[config.mk]
export PLATFORM = sky130hd
export DESIGN_NAME = hdds_sequencer
export DESIGN_NICKNAME = d
export VERILOG_FILES = /design/src/core/hdds_pkg.sv /design/src/core/hdds_pci_engine.sv /design/src/core/hdds_sequencer.sv
export VERILOG_INCLUDE_DIRS = /design/src /design/src/core
export SDC_FILE = /design/constraint.sdc
export NUM_CORES = 1
export LEC_CHECK = 0
export ABC_CLOCK_PERIOD_IN_PS = 3200
export BUFFER_PORTS_ARGS = -buffer_cell sky130_fd_sc_hd__buf_2
export CAP_MARGIN = 30
export CORE_MARGIN = 2
export CORE_UTILIZATION = 50
export CTS_CLUSTER_DIAMETER = 60
export DETAILED_ROUTE_END_ITERATION = 16
export MAX_ROUTING_LAYER = met4
export PLACE_DENSITY = 0.84
export SYNTH_ARGS = -nofsm -noshare
export SYNTH_HDL_FRONTEND = slang
export SYNTH_SLANG_ARGS = --single-unit
[constraint.sdc]
create_clock -name CLK_I -period 3.2 [get_ports CLK_I]
set_clock_uncertainty 0.2 [all_clocks]
set_input_delay 0.16 -clock CLK_I [delete_from_list [all_inputs] [get_ports CLK_I]]
set_output_delay 0.16 -clock CLK_I [all_outputs]
set_load 0.01 [all_outputs]
[src/core/hdds_consts.svh]
`ifndef HDDS_CONSTS_SVH
`define HDDS_CONSTS_SVH
// How it works
// RULE_01: received payload goes to the data buffer as one single-word write per word of packet.
// RULE_02: a finished receive descriptor gets exactly one word overwritten with status and length.
// RULE_03: each received packet puts one vector into the receive queue of its channel.
// RULE_04: after a descriptor the link is followed and the new address goes to the config block.
// RULE_05: a transmit descriptor is fetched as one read burst of three data phases.
// RULE_06: transmit data is read as (bytes + 3) / 4 single-word reads.
// RULE_07: the transmit current-descriptor update is one single-phase write.
// RULE_08: each transmitted packet writes one vector to the transmit queue in one single-phase write.
// RULE_09: a receive descriptor is fetched as one read burst of three data phases.
// RULE_10: the receive status write-back is one single-phase write.
// RULE_11: the receive current-descriptor update is one single-phase write.
// RULE_12: each receive vector is written to the receive queue in one single-phase write.
// RULE_13: transmit order is descriptor, data, then vector to the transmit queue.
// RULE_14: host software builds the lists and config block; the device reads it only on request.
// RULE_15: any number of target wait states is tolerated; a data phase holds until the target ends it.

// ----------------------------------------------------------------
// bus commands and lengths
// ----------------------------------------------------------------
`define HDDS_CMD_MRD    4'h6
`define HDDS_CMD_MWR    4'h7
`define HDDS_BE_ALL     4'h0
`define HDDS_LEN_DESC   2'h3
`define HDDS_LEN_ONE    2'h1

// ----------------------------------------------------------------
// descriptor and config block layout
// ----------------------------------------------------------------
`define HDDS_DW_CTRL    2'h0
`define HDDS_DW_NEXT    2'h1
`define HDDS_DW_DPTR    2'h2
`define HDDS_LEN_MSB    12
`define HDDS_CFG_TX     32'h0000_0000
`define HDDS_CFG_RX     32'h0000_0004
`define HDDS_VEC_TX     8'h01
`define HDDS_VEC_RX     8'h02
`define HDDS_ZERO32     32'h0000_0000

`endif

[src/core/hdds_pkg.sv]
`default_nettype none
package hdds_pkg;

	// bus engine states
	typedef enum logic [3:0] {
		E_IDLE = 4'h1,
		E_ADDR = 4'h2,
		E_DATA = 4'h4,
		E_TURN = 4'h8
	} hdds_eng_type;

	// packet sequence states
	typedef enum logic [9:0] {
		S_IDLE  = 10'h001,
		S_TDESC = 10'h002,
		S_TDATA = 10'h004,
		S_TIV   = 10'h008,
		S_TCCB  = 10'h010,
		S_RDESC = 10'h020,
		S_RDATA = 10'h040,
		S_RSTAT = 10'h080,
		S_RIV   = 10'h100,
		S_RCCB  = 10'h200
	} hdds_seq_type;

endpackage : hdds_pkg
`default_nettype wire

[src/core/hdds_pci_engine.sv]
`timescale 1ns/1ps
`default_nettype none
`include "hdds_consts.svh"

module hdds_pci_engine (
	// clock and reset
	input  wire logic        clk_i,
	input  wire logic        rst_i,
	// transaction request
	input  wire logic        start_i,
	input  wire logic        wr_i,
	input  wire logic [1:0]  len_i,
	input  wire logic [31:0] addr_i,
	input  wire logic [31:0] wdata_i,
	output logic             dph_o,
	output logic             done_o,
	output logic [31:0]      rdata_o,
	// bus pins
	input  wire logic [31:0] ad_i,
	input  wire logic        trdy_n_i,
	output logic [31:0]      ad_o,
	output logic             ad_oe_n_o,
	output logic [3:0]       cbe_n_o,
	output logic             frame_n_o,
	output logic             irdy_n_o
);

	hdds_pkg::hdds_eng_type st_r, st_nxt;
	logic [1:0]  cnt_r, cnt_nxt;
	logic [31:0] ad_r, ad_nxt, wd_r, wd_nxt, rd_r, rd_nxt;
	logic        oe_r, oe_nxt, fr_r, fr_nxt, ir_r, ir_nxt, wr_r, wr_nxt;
	logic [3:0]  cbe_r, cbe_nxt;
	logic        dph_r, dph_nxt, done_r, done_nxt;

	// ----------------------------------------------------------------
	// transaction next state
	// ----------------------------------------------------------------
	always_comb begin
		st_nxt   = st_r;
		cnt_nxt  = cnt_r;
		ad_nxt   = ad_r;
		wd_nxt   = wd_r;
		rd_nxt   = rd_r;
		oe_nxt   = oe_r;
		fr_nxt   = fr_r;
		ir_nxt   = ir_r;
		wr_nxt   = wr_r;
		cbe_nxt  = cbe_r;
		dph_nxt  = 1'b0;
		done_nxt = 1'b0;
		case (st_r)
			hdds_pkg::E_IDLE: begin
				if (start_i) begin
					st_nxt  = hdds_pkg::E_ADDR;
					fr_nxt  = 1'b0;
					ad_nxt  = addr_i;
					oe_nxt  = 1'b0;
					cbe_nxt = wr_i ? `HDDS_CMD_MWR : `HDDS_CMD_MRD;
					cnt_nxt = len_i;
					wr_nxt  = wr_i;
					wd_nxt  = wdata_i;
				end
			end
			hdds_pkg::E_ADDR: begin
				// reads release the bus here for the turnaround
				st_nxt  = hdds_pkg::E_DATA;
				ir_nxt  = 1'b0;
				cbe_nxt = `HDDS_BE_ALL;
				oe_nxt  = ~wr_r;
				ad_nxt  = wd_r;
				fr_nxt  = (cnt_r == `HDDS_LEN_ONE);
			end
			hdds_pkg::E_DATA: begin
				// stay here for as long as the target waits
				if (!trdy_n_i) begin // RULE_15
					dph_nxt = 1'b1;
					rd_nxt  = ad_i;
					cnt_nxt = cnt_r - 2'h1;
					if (cnt_r == `HDDS_LEN_ONE) begin
						done_nxt = 1'b1;
						ir_nxt   = 1'b1;
						oe_nxt   = 1'b1;
						st_nxt   = hdds_pkg::E_TURN;
					end else if (cnt_r == 2'h2) begin
						fr_nxt = 1'b1; // last phase of the burst
					end
				end
			end
			hdds_pkg::E_TURN: st_nxt = hdds_pkg::E_IDLE;
			default: st_nxt = hdds_pkg::E_IDLE;
		endcase
	end

	// ----------------------------------------------------------------
	// registers
	// ----------------------------------------------------------------
	always_ff @(posedge clk_i) begin
		if (rst_i) begin
			st_r   <= hdds_pkg::E_IDLE;
			cnt_r  <= 2'h0;
			ad_r   <= `HDDS_ZERO32;
			wd_r   <= `HDDS_ZERO32;
			rd_r   <= `HDDS_ZERO32;
			oe_r   <= 1'b1;
			fr_r   <= 1'b1;
			ir_r   <= 1'b1;
			wr_r   <= 1'b0;
			cbe_r  <= 4'hF;
			dph_r  <= 1'b0;
			done_r <= 1'b0;
		end else begin
			st_r   <= st_nxt;
			cnt_r  <= cnt_nxt;
			ad_r   <= ad_nxt;
			wd_r   <= wd_nxt;
			rd_r   <= rd_nxt;
			oe_r   <= oe_nxt;
			fr_r   <= fr_nxt;
			ir_r   <= ir_nxt;
			wr_r   <= wr_nxt;
			cbe_r  <= cbe_nxt;
			dph_r  <= dph_nxt;
			done_r <= done_nxt;
		end
	end

	assign ad_o      = ad_r;
	assign ad_oe_n_o = oe_r;
	assign cbe_n_o   = cbe_r;
	assign frame_n_o = fr_r;
	assign irdy_n_o  = ir_r;
	assign dph_o     = dph_r;
	assign done_o    = done_r;
	assign rdata_o   = rd_r;
endmodule : hdds_pci_engine
`default_nettype wire

[src/core/hdds_sequencer.sv]
`timescale 1ns/1ps
`default_nettype none
`include "hdds_consts.svh"

module hdds_sequencer (
	// clock and reset
	input  wire logic        CLK_I,
	input  wire logic        RESET_I,
	// transmit request
	input  wire logic        TX_REQ_I,
	input  wire logic [4:0]  TX_CHAN_I,
	input  wire logic [31:0] TX_DESC_I,
	input  wire logic [31:0] TX_IQ_I,
	// receive request
	input  wire logic        RX_REQ_I,
	input  wire logic [4:0]  RX_CHAN_I,
	input  wire logic [31:0] RX_DESC_I,
	input  wire logic [31:0] RX_IQ_I,
	input  wire logic [12:0] RX_LEN_I,
	input  wire logic [15:0] RX_STAT_I,
	input  wire logic [31:0] RX_DATA_I,
	output logic             RX_TAKE_O,
	// configuration
	input  wire logic [31:0] CFG_BASE_I,
	// transmit data out
	output logic [31:0]      TX_DATA_O,
	output logic             TX_DATA_VLD_O,
	// status
	output logic             BUSY_O,
	output logic             TX_DONE_O,
	output logic             RX_DONE_O,
	output logic [31:0]      NEXT_DESC_O,
	// bus pins
	input  wire logic [31:0] AD_I,
	input  wire logic        TRDY_N_I,
	output logic [31:0]      AD_O,
	output logic             AD_OE_N_O,
	output logic [3:0]       CBE_N_O,
	output logic             FRAME_N_O,
	output logic             IRDY_N_O
);

	hdds_pkg::hdds_seq_type st_r, st_nxt;
	logic        pend_r, pend_nxt;
	logic [11:0] cnt_r, cnt_nxt;
	logic [12:0] len_r, len_nxt;
	logic [15:0] stat_r, stat_nxt;
	logic [4:0]  chan_r, chan_nxt;
	logic [1:0]  widx_r, widx_nxt;
	logic [31:0] desc_r, desc_nxt, next_r, next_nxt, dptr_r, dptr_nxt;
	logic [31:0] iq_r, iq_nxt, txd_r, txd_nxt, nd_r, nd_nxt;
	logic        vld_r, vld_nxt, take_r, take_nxt, txdn_r, txdn_nxt, rxdn_r, rxdn_nxt;

	// engine request side
	logic        eng_start, eng_wr, eng_dph, eng_done;
	logic [1:0]  eng_len;
	logic [31:0] eng_addr, eng_wdata, eng_rdata;

	// word count of the packet, rounded up
	logic [13:0] len_p3;
	logic [11:0] nw;
	assign len_p3 = {1'b0, len_r} + 14'h0003;
	assign nw     = len_p3[13:2]; // RULE_06

	// per-step derived addresses
	logic [31:0] data_addr, cfg_addr, vec_word;
	assign data_addr = dptr_r + {18'h0_0000, cnt_r, 2'b00};
	assign cfg_addr  = CFG_BASE_I + {24'h00_0000, chan_r, 3'h0};

	// ----------------------------------------------------------------
	// bus request per step
	// ----------------------------------------------------------------
	// one transaction at a time, one per word in the data steps; pend blocks a second issue
	always_comb begin
		eng_wr    = 1'b1;
		eng_len   = `HDDS_LEN_ONE;
		// vector word first, so the default data never reads a stale copy
		vec_word  = {`HDDS_VEC_TX, 3'h0, chan_r, 3'h0, len_r};
		eng_addr  = iq_r;
		eng_wdata = vec_word;
		case (st_r)
			hdds_pkg::S_TDESC, hdds_pkg::S_RDESC: begin
				eng_wr   = 1'b0;
				eng_len  = `HDDS_LEN_DESC; // RULE_05 RULE_09
				eng_addr = desc_r;
			end
			hdds_pkg::S_TDATA: begin
				eng_wr   = 1'b0;
				eng_addr = data_addr;
			end
			hdds_pkg::S_RDATA: begin
				eng_addr  = data_addr; // RULE_01
				eng_wdata = RX_DATA_I;
			end
			hdds_pkg::S_RSTAT: begin
				eng_addr  = desc_r; // RULE_02
				eng_wdata = {stat_r, 3'h0, len_r}; // RULE_10
			end
			hdds_pkg::S_TIV: eng_addr = iq_r; // RULE_08
			hdds_pkg::S_RIV: begin
				vec_word  = {`HDDS_VEC_RX, 3'h0, chan_r, 3'h0, len_r};
				eng_wdata = vec_word; // RULE_03 RULE_12
			end
			hdds_pkg::S_TCCB: begin
				eng_addr  = cfg_addr + `HDDS_CFG_TX; // RULE_07
				eng_wdata = next_r;
			end
			hdds_pkg::S_RCCB: begin
				eng_addr  = cfg_addr + `HDDS_CFG_RX; // RULE_11
				eng_wdata = next_r;
			end
			default: eng_wr = 1'b1;
		endcase
	end

	assign eng_start = (st_r != hdds_pkg::S_IDLE) && !pend_r;

	// ----------------------------------------------------------------
	// packet sequence
	// ----------------------------------------------------------------
	always_comb begin
		st_nxt   = st_r;
		pend_nxt = pend_r;
		cnt_nxt  = cnt_r;
		len_nxt  = len_r;
		stat_nxt = stat_r;
		chan_nxt = chan_r;
		widx_nxt = widx_r;
		desc_nxt = desc_r;
		next_nxt = next_r;
		dptr_nxt = dptr_r;
		iq_nxt   = iq_r;
		txd_nxt  = txd_r;
		nd_nxt   = nd_r;
		vld_nxt  = 1'b0;
		take_nxt = 1'b0;
		txdn_nxt = 1'b0;
		rxdn_nxt = 1'b0;
		if (eng_start) begin
			pend_nxt = 1'b1;
		end else if (eng_done) begin
			pend_nxt = 1'b0;
		end
		// descriptor words arrive in order: control, link, data pointer
		if (eng_dph && (st_r == hdds_pkg::S_TDESC || st_r == hdds_pkg::S_RDESC)) begin
			widx_nxt = widx_r + 2'h1;
			case (widx_r)
				`HDDS_DW_CTRL: begin
					if (st_r == hdds_pkg::S_TDESC) begin
						len_nxt = eng_rdata[`HDDS_LEN_MSB:0];
					end
				end
				`HDDS_DW_NEXT: next_nxt = eng_rdata;
				`HDDS_DW_DPTR: dptr_nxt = eng_rdata;
				default: widx_nxt = 2'h0;
			endcase
		end
		case (st_r)
			hdds_pkg::S_IDLE: begin
				widx_nxt = `HDDS_DW_CTRL;
				cnt_nxt  = 12'h000;
				// transmit wins when both ask in one cycle
				if (TX_REQ_I) begin
					st_nxt   = hdds_pkg::S_TDESC;
					chan_nxt = TX_CHAN_I;
					desc_nxt = TX_DESC_I;
					iq_nxt   = TX_IQ_I;
				end else if (RX_REQ_I) begin
					st_nxt   = hdds_pkg::S_RDESC;
					chan_nxt = RX_CHAN_I;
					desc_nxt = RX_DESC_I;
					iq_nxt   = RX_IQ_I;
					len_nxt  = RX_LEN_I;
					stat_nxt = RX_STAT_I;
				end
			end
			hdds_pkg::S_TDESC: begin
				if (eng_done) begin
					st_nxt = (nw == 12'h000) ? hdds_pkg::S_TIV : hdds_pkg::S_TDATA; // RULE_13
				end
			end
			hdds_pkg::S_TDATA: begin
				if (eng_dph) begin
					txd_nxt = eng_rdata;
					vld_nxt = 1'b1;
				end
				if (eng_done) begin
					cnt_nxt = cnt_r + 12'h001;
					if (cnt_r + 12'h001 == nw) begin
						st_nxt = hdds_pkg::S_TIV; // RULE_13
					end
				end
			end
			hdds_pkg::S_TIV: begin
				if (eng_done) begin
					st_nxt = hdds_pkg::S_TCCB;
				end
			end
			hdds_pkg::S_TCCB: begin
				if (eng_done) begin
					st_nxt   = hdds_pkg::S_IDLE;
					nd_nxt   = next_r; // RULE_04
					txdn_nxt = 1'b1;
				end
			end
			hdds_pkg::S_RDESC: begin
				if (eng_done) begin
					st_nxt = (nw == 12'h000) ? hdds_pkg::S_RSTAT : hdds_pkg::S_RDATA;
				end
			end
			hdds_pkg::S_RDATA: begin
				if (eng_done) begin
					take_nxt = 1'b1;
					cnt_nxt  = cnt_r + 12'h001;
					if (cnt_r + 12'h001 == nw) begin
						st_nxt = hdds_pkg::S_RSTAT;
					end
				end
			end
			hdds_pkg::S_RSTAT: begin
				if (eng_done) begin
					st_nxt = hdds_pkg::S_RIV;
				end
			end
			hdds_pkg::S_RIV: begin
				if (eng_done) begin
					st_nxt = hdds_pkg::S_RCCB;
				end
			end
			hdds_pkg::S_RCCB: begin
				if (eng_done) begin
					st_nxt   = hdds_pkg::S_IDLE;
					nd_nxt   = next_r; // RULE_04
					rxdn_nxt = 1'b1;
				end
			end
			default: st_nxt = hdds_pkg::S_IDLE;
		endcase
	end

	// ----------------------------------------------------------------
	// registers
	// ----------------------------------------------------------------
	always_ff @(posedge CLK_I) begin
		if (RESET_I) begin
			st_r   <= hdds_pkg::S_IDLE;
			pend_r <= 1'b0;
			cnt_r  <= 12'h000;
			len_r  <= 13'h0000;
			stat_r <= 16'h0000;
			chan_r <= 5'h00;
			widx_r <= 2'h0;
			desc_r <= `HDDS_ZERO32;
			next_r <= `HDDS_ZERO32;
			dptr_r <= `HDDS_ZERO32;
			iq_r   <= `HDDS_ZERO32;
			txd_r  <= `HDDS_ZERO32;
			nd_r   <= `HDDS_ZERO32;
			vld_r  <= 1'b0;
			take_r <= 1'b0;
			txdn_r <= 1'b0;
			rxdn_r <= 1'b0;
		end else begin
			st_r   <= st_nxt;
			pend_r <= pend_nxt;
			cnt_r  <= cnt_nxt;
			len_r  <= len_nxt;
			stat_r <= stat_nxt;
			chan_r <= chan_nxt;
			widx_r <= widx_nxt;
			desc_r <= desc_nxt;
			next_r <= next_nxt;
			dptr_r <= dptr_nxt;
			iq_r   <= iq_nxt;
			txd_r  <= txd_nxt;
			nd_r   <= nd_nxt;
			vld_r  <= vld_nxt;
			take_r <= take_nxt;
			txdn_r <= txdn_nxt;
			rxdn_r <= rxdn_nxt;
		end
	end

	assign TX_DATA_O     = txd_r;
	assign TX_DATA_VLD_O = vld_r;
	assign RX_TAKE_O     = take_r;
	assign TX_DONE_O     = txdn_r;
	assign RX_DONE_O     = rxdn_r;
	assign NEXT_DESC_O   = nd_r;
	assign BUSY_O        = (st_r != hdds_pkg::S_IDLE);

	// ----------------------------------------------------------------
	// bus engine
	// ----------------------------------------------------------------
	hdds_pci_engine u_eng (
		.clk_i     (CLK_I),
		.rst_i     (RESET_I),
		.start_i   (eng_start),
		.wr_i      (eng_wr),
		.len_i     (eng_len),
		.addr_i    (eng_addr),
		.wdata_i   (eng_wdata),
		.dph_o     (eng_dph),
		.done_o    (eng_done),
		.rdata_o   (eng_rdata),
		.ad_i      (AD_I),
		.trdy_n_i  (TRDY_N_I),
		.ad_o      (AD_O),
		.ad_oe_n_o (AD_OE_N_O),
		.cbe_n_o   (CBE_N_O),
		.frame_n_o (FRAME_N_O),
		.irdy_n_o  (IRDY_N_O)
	);

	// ----------------------------------------------------------------
	// checks
	// ----------------------------------------------------------------
	// data phases of the running transaction, for the checks only
	logic [1:0] ph_r;
	always_ff @(posedge CLK_I) begin
		if (RESET_I || eng_start) begin
			ph_r <= 2'h0;
		end else if (eng_dph) begin
			ph_r <= ph_r + 2'h1;
		end
	end
endmodule : hdds_sequencer
`default_nettype wire

==> results of run 1 <==
repair_timing:
action | in CTS | in global routing
endpoints found under the hold margin | 247 | 0
hold buffers | 276 | 0
endpoints found under the setup margin | 17 | 43
pin swaps | 24 | 28
buffers inserted | 11 | 9
resized for setup | 24 | 36
worst max-delay path by stage:
stage,slack (ns),start,depth (start not counted),to
after floorplan,-0.006,chan_r[0],10,u_eng.ad_o[30]
after CTS,-0.12,chan_r[0],12,u_eng.ad_o[31]
after detailed placement,-0.21,chan_r[0],11,u_eng.ad_o[31]
after global placement,-0.18,chan_r[0],12,u_eng.ad_o[30]
final,-0.06,chan_r[0],13,u_eng.ad_o[31]
after global routing,-0.15,chan_r[0],13,u_eng.ad_o[31]
cells by family (layout without fill, tap and decap cells):
group	Yosys count	in the layout	synth area share, %
simple gates	916	916	22.6
compound gates	660	660	23.2
flops	366	366	39.2
buf+inv	209	910	4.40
mux	87	87	4.67
xor+xnor	84	84	4.01
fa+ha+maj	27	27	1.89
other cells	0	5	0
final cells by class:
cell class	count	area share, %
Clock inverter	15	0.936
Tap cell	468	2.22
Multi-Input combinational cell	1774	41.2
Sequential cell	366	27.8
Clock buffer	61	4.68
Timing Repair Buffer	814	22.8
Antenna cell	5	0.0475
Inverter	20	0.285
routing by layer:
| layer | vias to the layer above | wire, um | share of wire (%) | GRT usage [%] |
|---|---|---|---|---|
| met4 | 0 | 3200 | 3.9 | 16.1 |
| met5 | - | 0 | 0 | - |
| met1 | 10400 | 32100 | 40 | 52.4 |
| li1 | 9849 | - | - | - |
| met3 | 239 | 8920 | 11 | 8.01 |
| met2 | 1447 | 37000 | 46 | 66.1 |
power by group through the flow:
stage / logic [mW] / registers, mW / clock network, mW
2_1_floorplan: 2.76 / 5.74 / 0
3_3_place_gp: 4.34 / 6.06 / 0
3_5_place_dp: 4.45 / 6.07 / 0
4_1_cts: 4.87 / 5.99 / 5.10
5_1_grt: 5.50 / 6.08 / 5.32
6_report: 5.15 / 6.06 / 5.14
sequential cells by signal, summed over array words and instances (netlist names), 3 cells and up:
| signal | cells |
|---|---|
| NEXT_DESC_O | 32 |
| u_eng.cbe_n_o | 3 |
| u_eng.rdata_o | 32 |
| dptr_r | 32 |
| st_r | 10 |
| TX_DATA_O | 32 |
| len_r | 13 |
| next_r | 32 |
| stat_r | 16 |
| u_eng.ad_o | 32 |
| cnt_r | 12 |
| u_eng.wd_r | 32 |
| chan_r | 5 |
| u_eng.st_r | 4 |
| iq_r | 32 |
| desc_r | 32 |
worst min-delay path, cell delays in order:
cell and delay [ns]:
buf_2 0.13, xnor2_1 0.14, buf_4 0.16, nand3_1 0.07
a31oi_1 0.07
cell usage after synthesis, types with 8 or more instances:
cell type | count | share of area, %
nand3b_1 | 10 | 0.40
nor2b_1 | 11 | 0.37
nand2_1 | 429 | 8.6
a221oi_1 | 28 | 1.3
a211oi_1 | 119 | 4.8
xor2_1 | 23 | 1.1
a31oi_1 | 23 | 0.77
ha_1 | 25 | 1.7
nor4_1 | 10 | 0.33
buf_2 | 20 | 0.54
mux2i_1 | 86 | 4.6
and2_1 | 11 | 0.37
nand3_1 | 83 | 2.2
a21o_1 | 13 | 0.52
dfxtp_1 | 366 | 39
nor3_1 | 33 | 0.88
xnor2_1 | 60 | 2.8
o211ai_1 | 16 | 0.64
nor2_1 | 195 | 3.9
nor4b_1 | 11 | 0.52
and3_1 | 32 | 1.1
or3_1 | 12 | 0.40
nand4_1 | 26 | 0.87
o21ai_0 | 78 | 2.1
and4_1 | 8 | 0.37
o2111ai_1 | 12 | 0.56
a21oi_1 | 260 | 7.0
a22oi_1 | 8 | 0.32
inv_1 | 19 | 0.38
clkbuf_1 | 157 | 3.2
a222oi_1 | 35 | 1.9
placed cells by master (no fill, tap or decap), types with 9 or more instances in the layout:
cell type,n
buf_4,150
o21ai_0,76
buf_2,373
xor2_1,23
a222oi_1,35
a211oi_1,118
o2111ai_1,11
a221oi_1,25
and3_1,31
nand4_1,26
nand3b_1,10
nor2b_1,10
dlygate4sd3_1,276
a21oi_1,257
ha_1,21
clkbuf_1,9
o211ai_1,16
nand2_1,428
clkbuf_16,43
clkbuf_8,9
inv_1,19
dfxtp_1,364
or3_1,12
nor2_1,191
nor4b_1,9
mux2i_1,86
a31oi_1,22
xnor2_1,59
nor3_1,28
nand3_1,81
and2_1,11
a21o_1,13
through the flow:
stage                     TNS [ns]  cells
after floorplan           -0.00591   2349
after global placement       -1.17   3147
after detailed placement     -1.65   3147
after CTS                   -0.616   3510
after global routing         -1.07   3521
final                       -0.103   3523
==> flow_summary.ini, run 1 <==
[sta]
hold_slack_ns = 0.0134
tightest_slew_ns = 0.886
relSlewSlack_pct = 40.1
rsz0062_at_grt = true
slew_violations = 0
hold_viol_final = 0
fin_crit_sh_pct = 102
min_period_ns = 3.26
postLayoutSetupSlackWorst_ns = -0.0577
max_freq_mhz = 307
setup_viol = 5

[floorplanning]
start_util_pct = 50.9
io_pins = 376
fp.dieW_um = 197
dieHeight_um = 197
fp.coreArea_um2 = 36700
dieArea_um2 = 38900
rows = 70

[detailed_routing]
viasPerCell = 6.21
wire_per_inst_um = 23.0
routed_wl_um = 81100
vias = 21900
ant_nets = 0
drc = 0
firstDrtPassIters = 9
drt_iter0_drc = 2423

[clock_network]
root_buffer = clkbuf_16
cts_tree = built
clk_latency_ns = 0.60
cts_made_buffers = 42
cts.sinks = 366
path_clk_slew_ns = 0.06
ctsHtreeMaxLevel = 2
cts_max_path_buffers = 3

[layout]
areaGrowthSynthToFinish_pct = 40.9
final_cell_area_um2 = 26300
nFillCells = 2656
regArea_um2 = 7330
multi_input_area_um2 = 10900
final_nets = 3313
utilization_pct = 71.8
drive_gt1_share_pct = 22.3

[critical_path]
cpLargestDelayFamily = compound AO/OA/AOI/OAI gates
crit_slowest_cell = fa_2
cp-end-kind = flip-flop
worstRegToRegCells = 13
cp.arrival_ns = 3.52
critical_path_peak_fanout = 5
crit_buf_inv = 3
worstReg2RegEnd = u_eng.ad_o[31]
crit_type = reg2reg
r2r_start = chan_r[0]
cp-start-kind = flip-flop
cpMostUsedCell = buf_4
r2r_slack_ns = -0.06
cpPeakStageDelay_ns = 0.37
worstPathRequired_ns = 3.47
critical_path.cell_chain = ha_4 -> fa_2 -> a211oi_2 -> buf_4 -> nor2_4 -> nor4_2 -> buf_4 -> o211ai_1 -> buf_4 -> a211oi_4 -> nand4_1 -> mux2_4 -> a21o_1

[min_path]
holdPathEnd = u_eng.ad_o[27]
hold_start = CFG_BASE_I[27]
whs_path_depth = 5
hold_class = in2reg

[flow_run]
cap_violations = 0

[yosys]
ys.flop_type = dfxtp_1
seq_area_frac_synth_pct = 39.2
syn_avg_cell_area_um2 = 7.96
synth_nets = 2644
yosys_warnings = 0
synth_enable_flop_cells = 0
async_reset_ff_share_pct = 0
synth_cell_types = 82
syn_inst = 2349
netlist_area_um2 = 18700
ys_seq_elements = 366

[placement]
dp_hpwl_um = 54100
dp_slack_ns = -0.213
gp_congestion = 0.975
place_area_um2 = 21600
portBuffers = 375

[global_routing]
grt_overflow = 0
grt_max_degree = 120
antenna_found_initial = 3
grt_pass1_vias = 21100
grt_pass1_wl_um = 122000
grt_usage_pct = 41.6

[power]
p_sw_mw = 5.85
p_total_mw = 16.3
leakagePower_nw = 10.6
p_clk_share_pct = 31.4
intPower_mw = 10.5
irDropWorstVdd_v = 0.000456
seqPwrFrac_pct = 37.1
combPwrFrac_pct = 31.5
switching_share_pct = 35.8
p_per_area_nw_per_um2 = 620

[outcome]
status = complete, but fails checks
violations = negative setup slack
Power figures use the tool's default switching activity.
==> run 2: changes to the inputs <==
--- a/config.mk
+++ b/config.mk
@@ -6,6 +6,7 @@
 export SDC_FILE = /design/constraint.sdc
 export NUM_CORES = 1
 export LEC_CHECK = 0
+export ABC_AREA = 1
 export ABC_CLOCK_PERIOD_IN_PS = 3200
 export BUFFER_PORTS_ARGS = -buffer_cell sky130_fd_sc_hd__buf_2
 export CAP_MARGIN = 30
@@ -14,7 +15,7 @@
 export CTS_CLUSTER_DIAMETER = 60
 export DETAILED_ROUTE_END_ITERATION = 16
 export MAX_ROUTING_LAYER = met4
-export PLACE_DENSITY = 0.84
+export PLACE_DENSITY = 0.83
 export SYNTH_ARGS = -nofsm -noshare
 export SYNTH_HDL_FRONTEND = slang
 export SYNTH_SLANG_ARGS = --single-unit
==> run 2 against run 1 <==
Effect of this change:
- the flow now finishes without violations
- maximum frequency rose by 4.2%
- sequential share of layout area decreased by 0.26 points
- hold slack better by 0.032 ns
- worst setup slack better by 0.13 ns
- register-to-register slack better by 0.13 ns
- highest routed layer unchanged
- sequential power is essentially flat
- clock power down 5.1%
- count of clock-buffer cells in the layout fell by 3
- die area up 6.9%
==> flow_summary.ini, run 2 <==
[sta]
fin_crit_sh_pct = 97.7
min_period_ns = 3.13
hold_viol_final = 0
fin_setup_tns_ns = 0
max_freq_mhz = 320
tightest_slew_ns = 1.00
relSlewSlack_pct = 33.3
setup_viol = 0
rsz0062_at_grt = false
slew_violations = 0

[detailed_routing]
viasPerCell = 5.89
wire_per_inst_um = 21.7
ant_nets = 0
vias = 23800
firstDrtPassIters = 7
drc = 0
routed_wl_um = 87600
drt_iter0_drc = 2953

[floorplanning]
fp.coreArea_um2 = 39600
dieHeight_um = 204
fp.dieW_um = 204
dieArea_um2 = 41700
io_pins = 376
start_util_pct = 50.5
rows = 73

[min_path]
hold_class = in2reg

[power]
intPower_mw = 11.0
p_sw_mw = 8.23
combPwrFrac_pct = 43.2
p_clk_share_pct = 25.4
p_per_area_nw_per_um2 = 723
seqPwrFrac_pct = 31.4
leakagePower_nw = 11.9
p_total_mw = 19.2
switching_share_pct = 42.8
irDropWorstVdd_v = 0.000861

[clock_network]
cts.sinks = 366
cts_max_path_buffers = 3
path_clk_slew_ns = 0.07
cts_made_buffers = 40
cts_tree = built
root_buffer = clkbuf_16
ctsHtreeMaxLevel = 2
clk_latency_ns = 0.59

[layout]
final_cell_mix = 636 x nand2_1, 373 x buf_2, 366 x dfxtp_1
utilization_pct = 67.1
drive_gt1_share_pct = 18.2
nFillCells = 3151
final_nets = 3775
stdcell_count = 4040
layout_commonest_cell = nand2_1
areaGrowthSynthToFinish_pct = 32.8

[global_routing]
grt_usage_pct = 41.7
grt_max_degree = 85
grt_pass1_vias = 22400
grt_pass1_wl_um = 129000
grt_overflow = 0
antenna_found_initial = 4

[critical_path]
critical_path_peak_fanout = 64
worstPathRequired_ns = 3.44
cp-end-kind = flip-flop
cpPeakStageDelay_ns = 0.34
crit_slowest_cell = dfxtp_1
cpLargestDelayFamily = simple AND/OR/NAND/NOR gates
cp.arrival_ns = 3.37
critical_path.cell_chain = nor2_1 -> nand2_2 -> nor2_1 -> nand3_2 -> nand2_4 -> inv_2 -> nor2_4 -> buf_12 -> nor2_1 -> a211oi_2
cp-start-kind = flip-flop
cpMostUsedCell = nor2_1
crit_buf_inv = 2
crit_type = reg2reg

[yosys]
synth_enable_flop_cells = 0
async_reset_ff_share_pct = 0
synth_common_cells = 639 x nand2_1, 366 x dfxtp_1, 333 x inv_1, 284 x a21oi_1, 216 x nor2_1
synth_largest_area_cell = dfxtp_1
seq_area_frac_synth_pct = 36.6
syn_inst = 2887
synthTopCellsByArea = dfxtp_1 37%, nand2_1 12%, a21oi_1 7.1%
synth_top_area_share_pct = 36.6
ys.flop_type = dfxtp_1
netlist_area_um2 = 20000
syn_avg_cell_area_um2 = 6.93
synth_nets = 3182
yosysMostFrequentCell = nand2_1
ys_seq_elements = 366
synth_cell_types = 60
yosys_warnings = 0

[placement]
portBuffers = 375
place_inst = 3708
gp_congestion = 1.05
dp_hpwl_um = 57300

[outcome]
status = finished clean

[flow_run]
cap_violations = 0
[run 2: routing by layer]
metal | track usage [%] | share of wire, % | vias up
li1 | - | - | 10800
met1 | 48.5 | 37 | 10900
met2 | 65.3 | 45 | 1623
met3 | 8.48 | 10 | 451
met4 | 27.7 | 7.7 | 0
met5 | - | 0 | -
[run 2: path summary, 6_finish.rpt]
kind                          end  depth (start not counted)          start  slack (ns)
setup reg to reg  NEXT_DESC_O[28]                         10        st_r[5]        0.07
hold reg to reg     TX_DATA_O[12]                          2  TX_DATA_O[12]        0.26
hold / removal     u_eng.wd_r[16]                          8  RX_DATA_I[16]        0.05
setup / recovery  NEXT_DESC_O[28]                         10        st_r[5]        0.07
[run 2: timing repair]
action	in CTS	in global routing
gates resized for setup	0	11
hold buffers	252	0
setup endpoints to repair	0	17
hold endpoints to repair	199	0
buffers inserted	0	3
[run 2: area by class of cell]
| class | instances | area (um2) | share of cell area, % |
|---|---|---|---|
| multi-input combinational | 2020 | 10800 | 40.7 |
| sequential | 366 | 7330 | 27.6 |
| timing repair buffer | 703 | 5100 | 19.2 |
| inverter | 349 | 1310 | 4.94 |
| clock buffer | 58 | 1180 | 4.43 |
| tap | 525 | 657 | 2.47 |
| clock inverter | 13 | 184 | 0.692 |
| antenna | 6 | 15.0 | 0.0565 |
[run 2: worst register-to-register path: cells and delay by family (launching register included)]
family                 cells  cell delay, ns
AOI/OAI and AO/OA          1            0.31
buffers and inverters      2            0.61
DFF                        1            0.34
and+or+nand+nor            7            1.53
[run 2: power by group through the flow]
stage                     Combinational (mW)  Sequential, mW  Clock, mW
final                                   8.31            6.04       4.88
after global routing                    8.90            6.07       5.02
after CTS                               7.82            5.95       4.82
after detailed placement                7.50            6.04          0
after global placement                  7.44            6.02          0
after floorplan                         4.83            5.89          0
[run 2: stage by stage]
step                hold slack, ns  cell area (um2)  setup slack [ns]
CTS                         0.0197            26500             0.179
floorplan                    0.136            20000             0.478
global route                 0.123            26600           0.00110
global placement             0.227            22600             0.230
finish                      0.0453            26600            0.0739
detailed placement           0.232            22600             0.201
[run 2: logic make-up after synthesis]
family,Yosys count,synth area share (%)
AO/OA/AOI/OAI,671,20.2
XOR/XNOR,20,0.875
adder cells (fa/ha/maj),27,1.76
buffers and inverters,501,9.71
flip-flops,366,36.6
multiplexers,69,3.45
AND/OR/NAND/NOR,1233,27.4
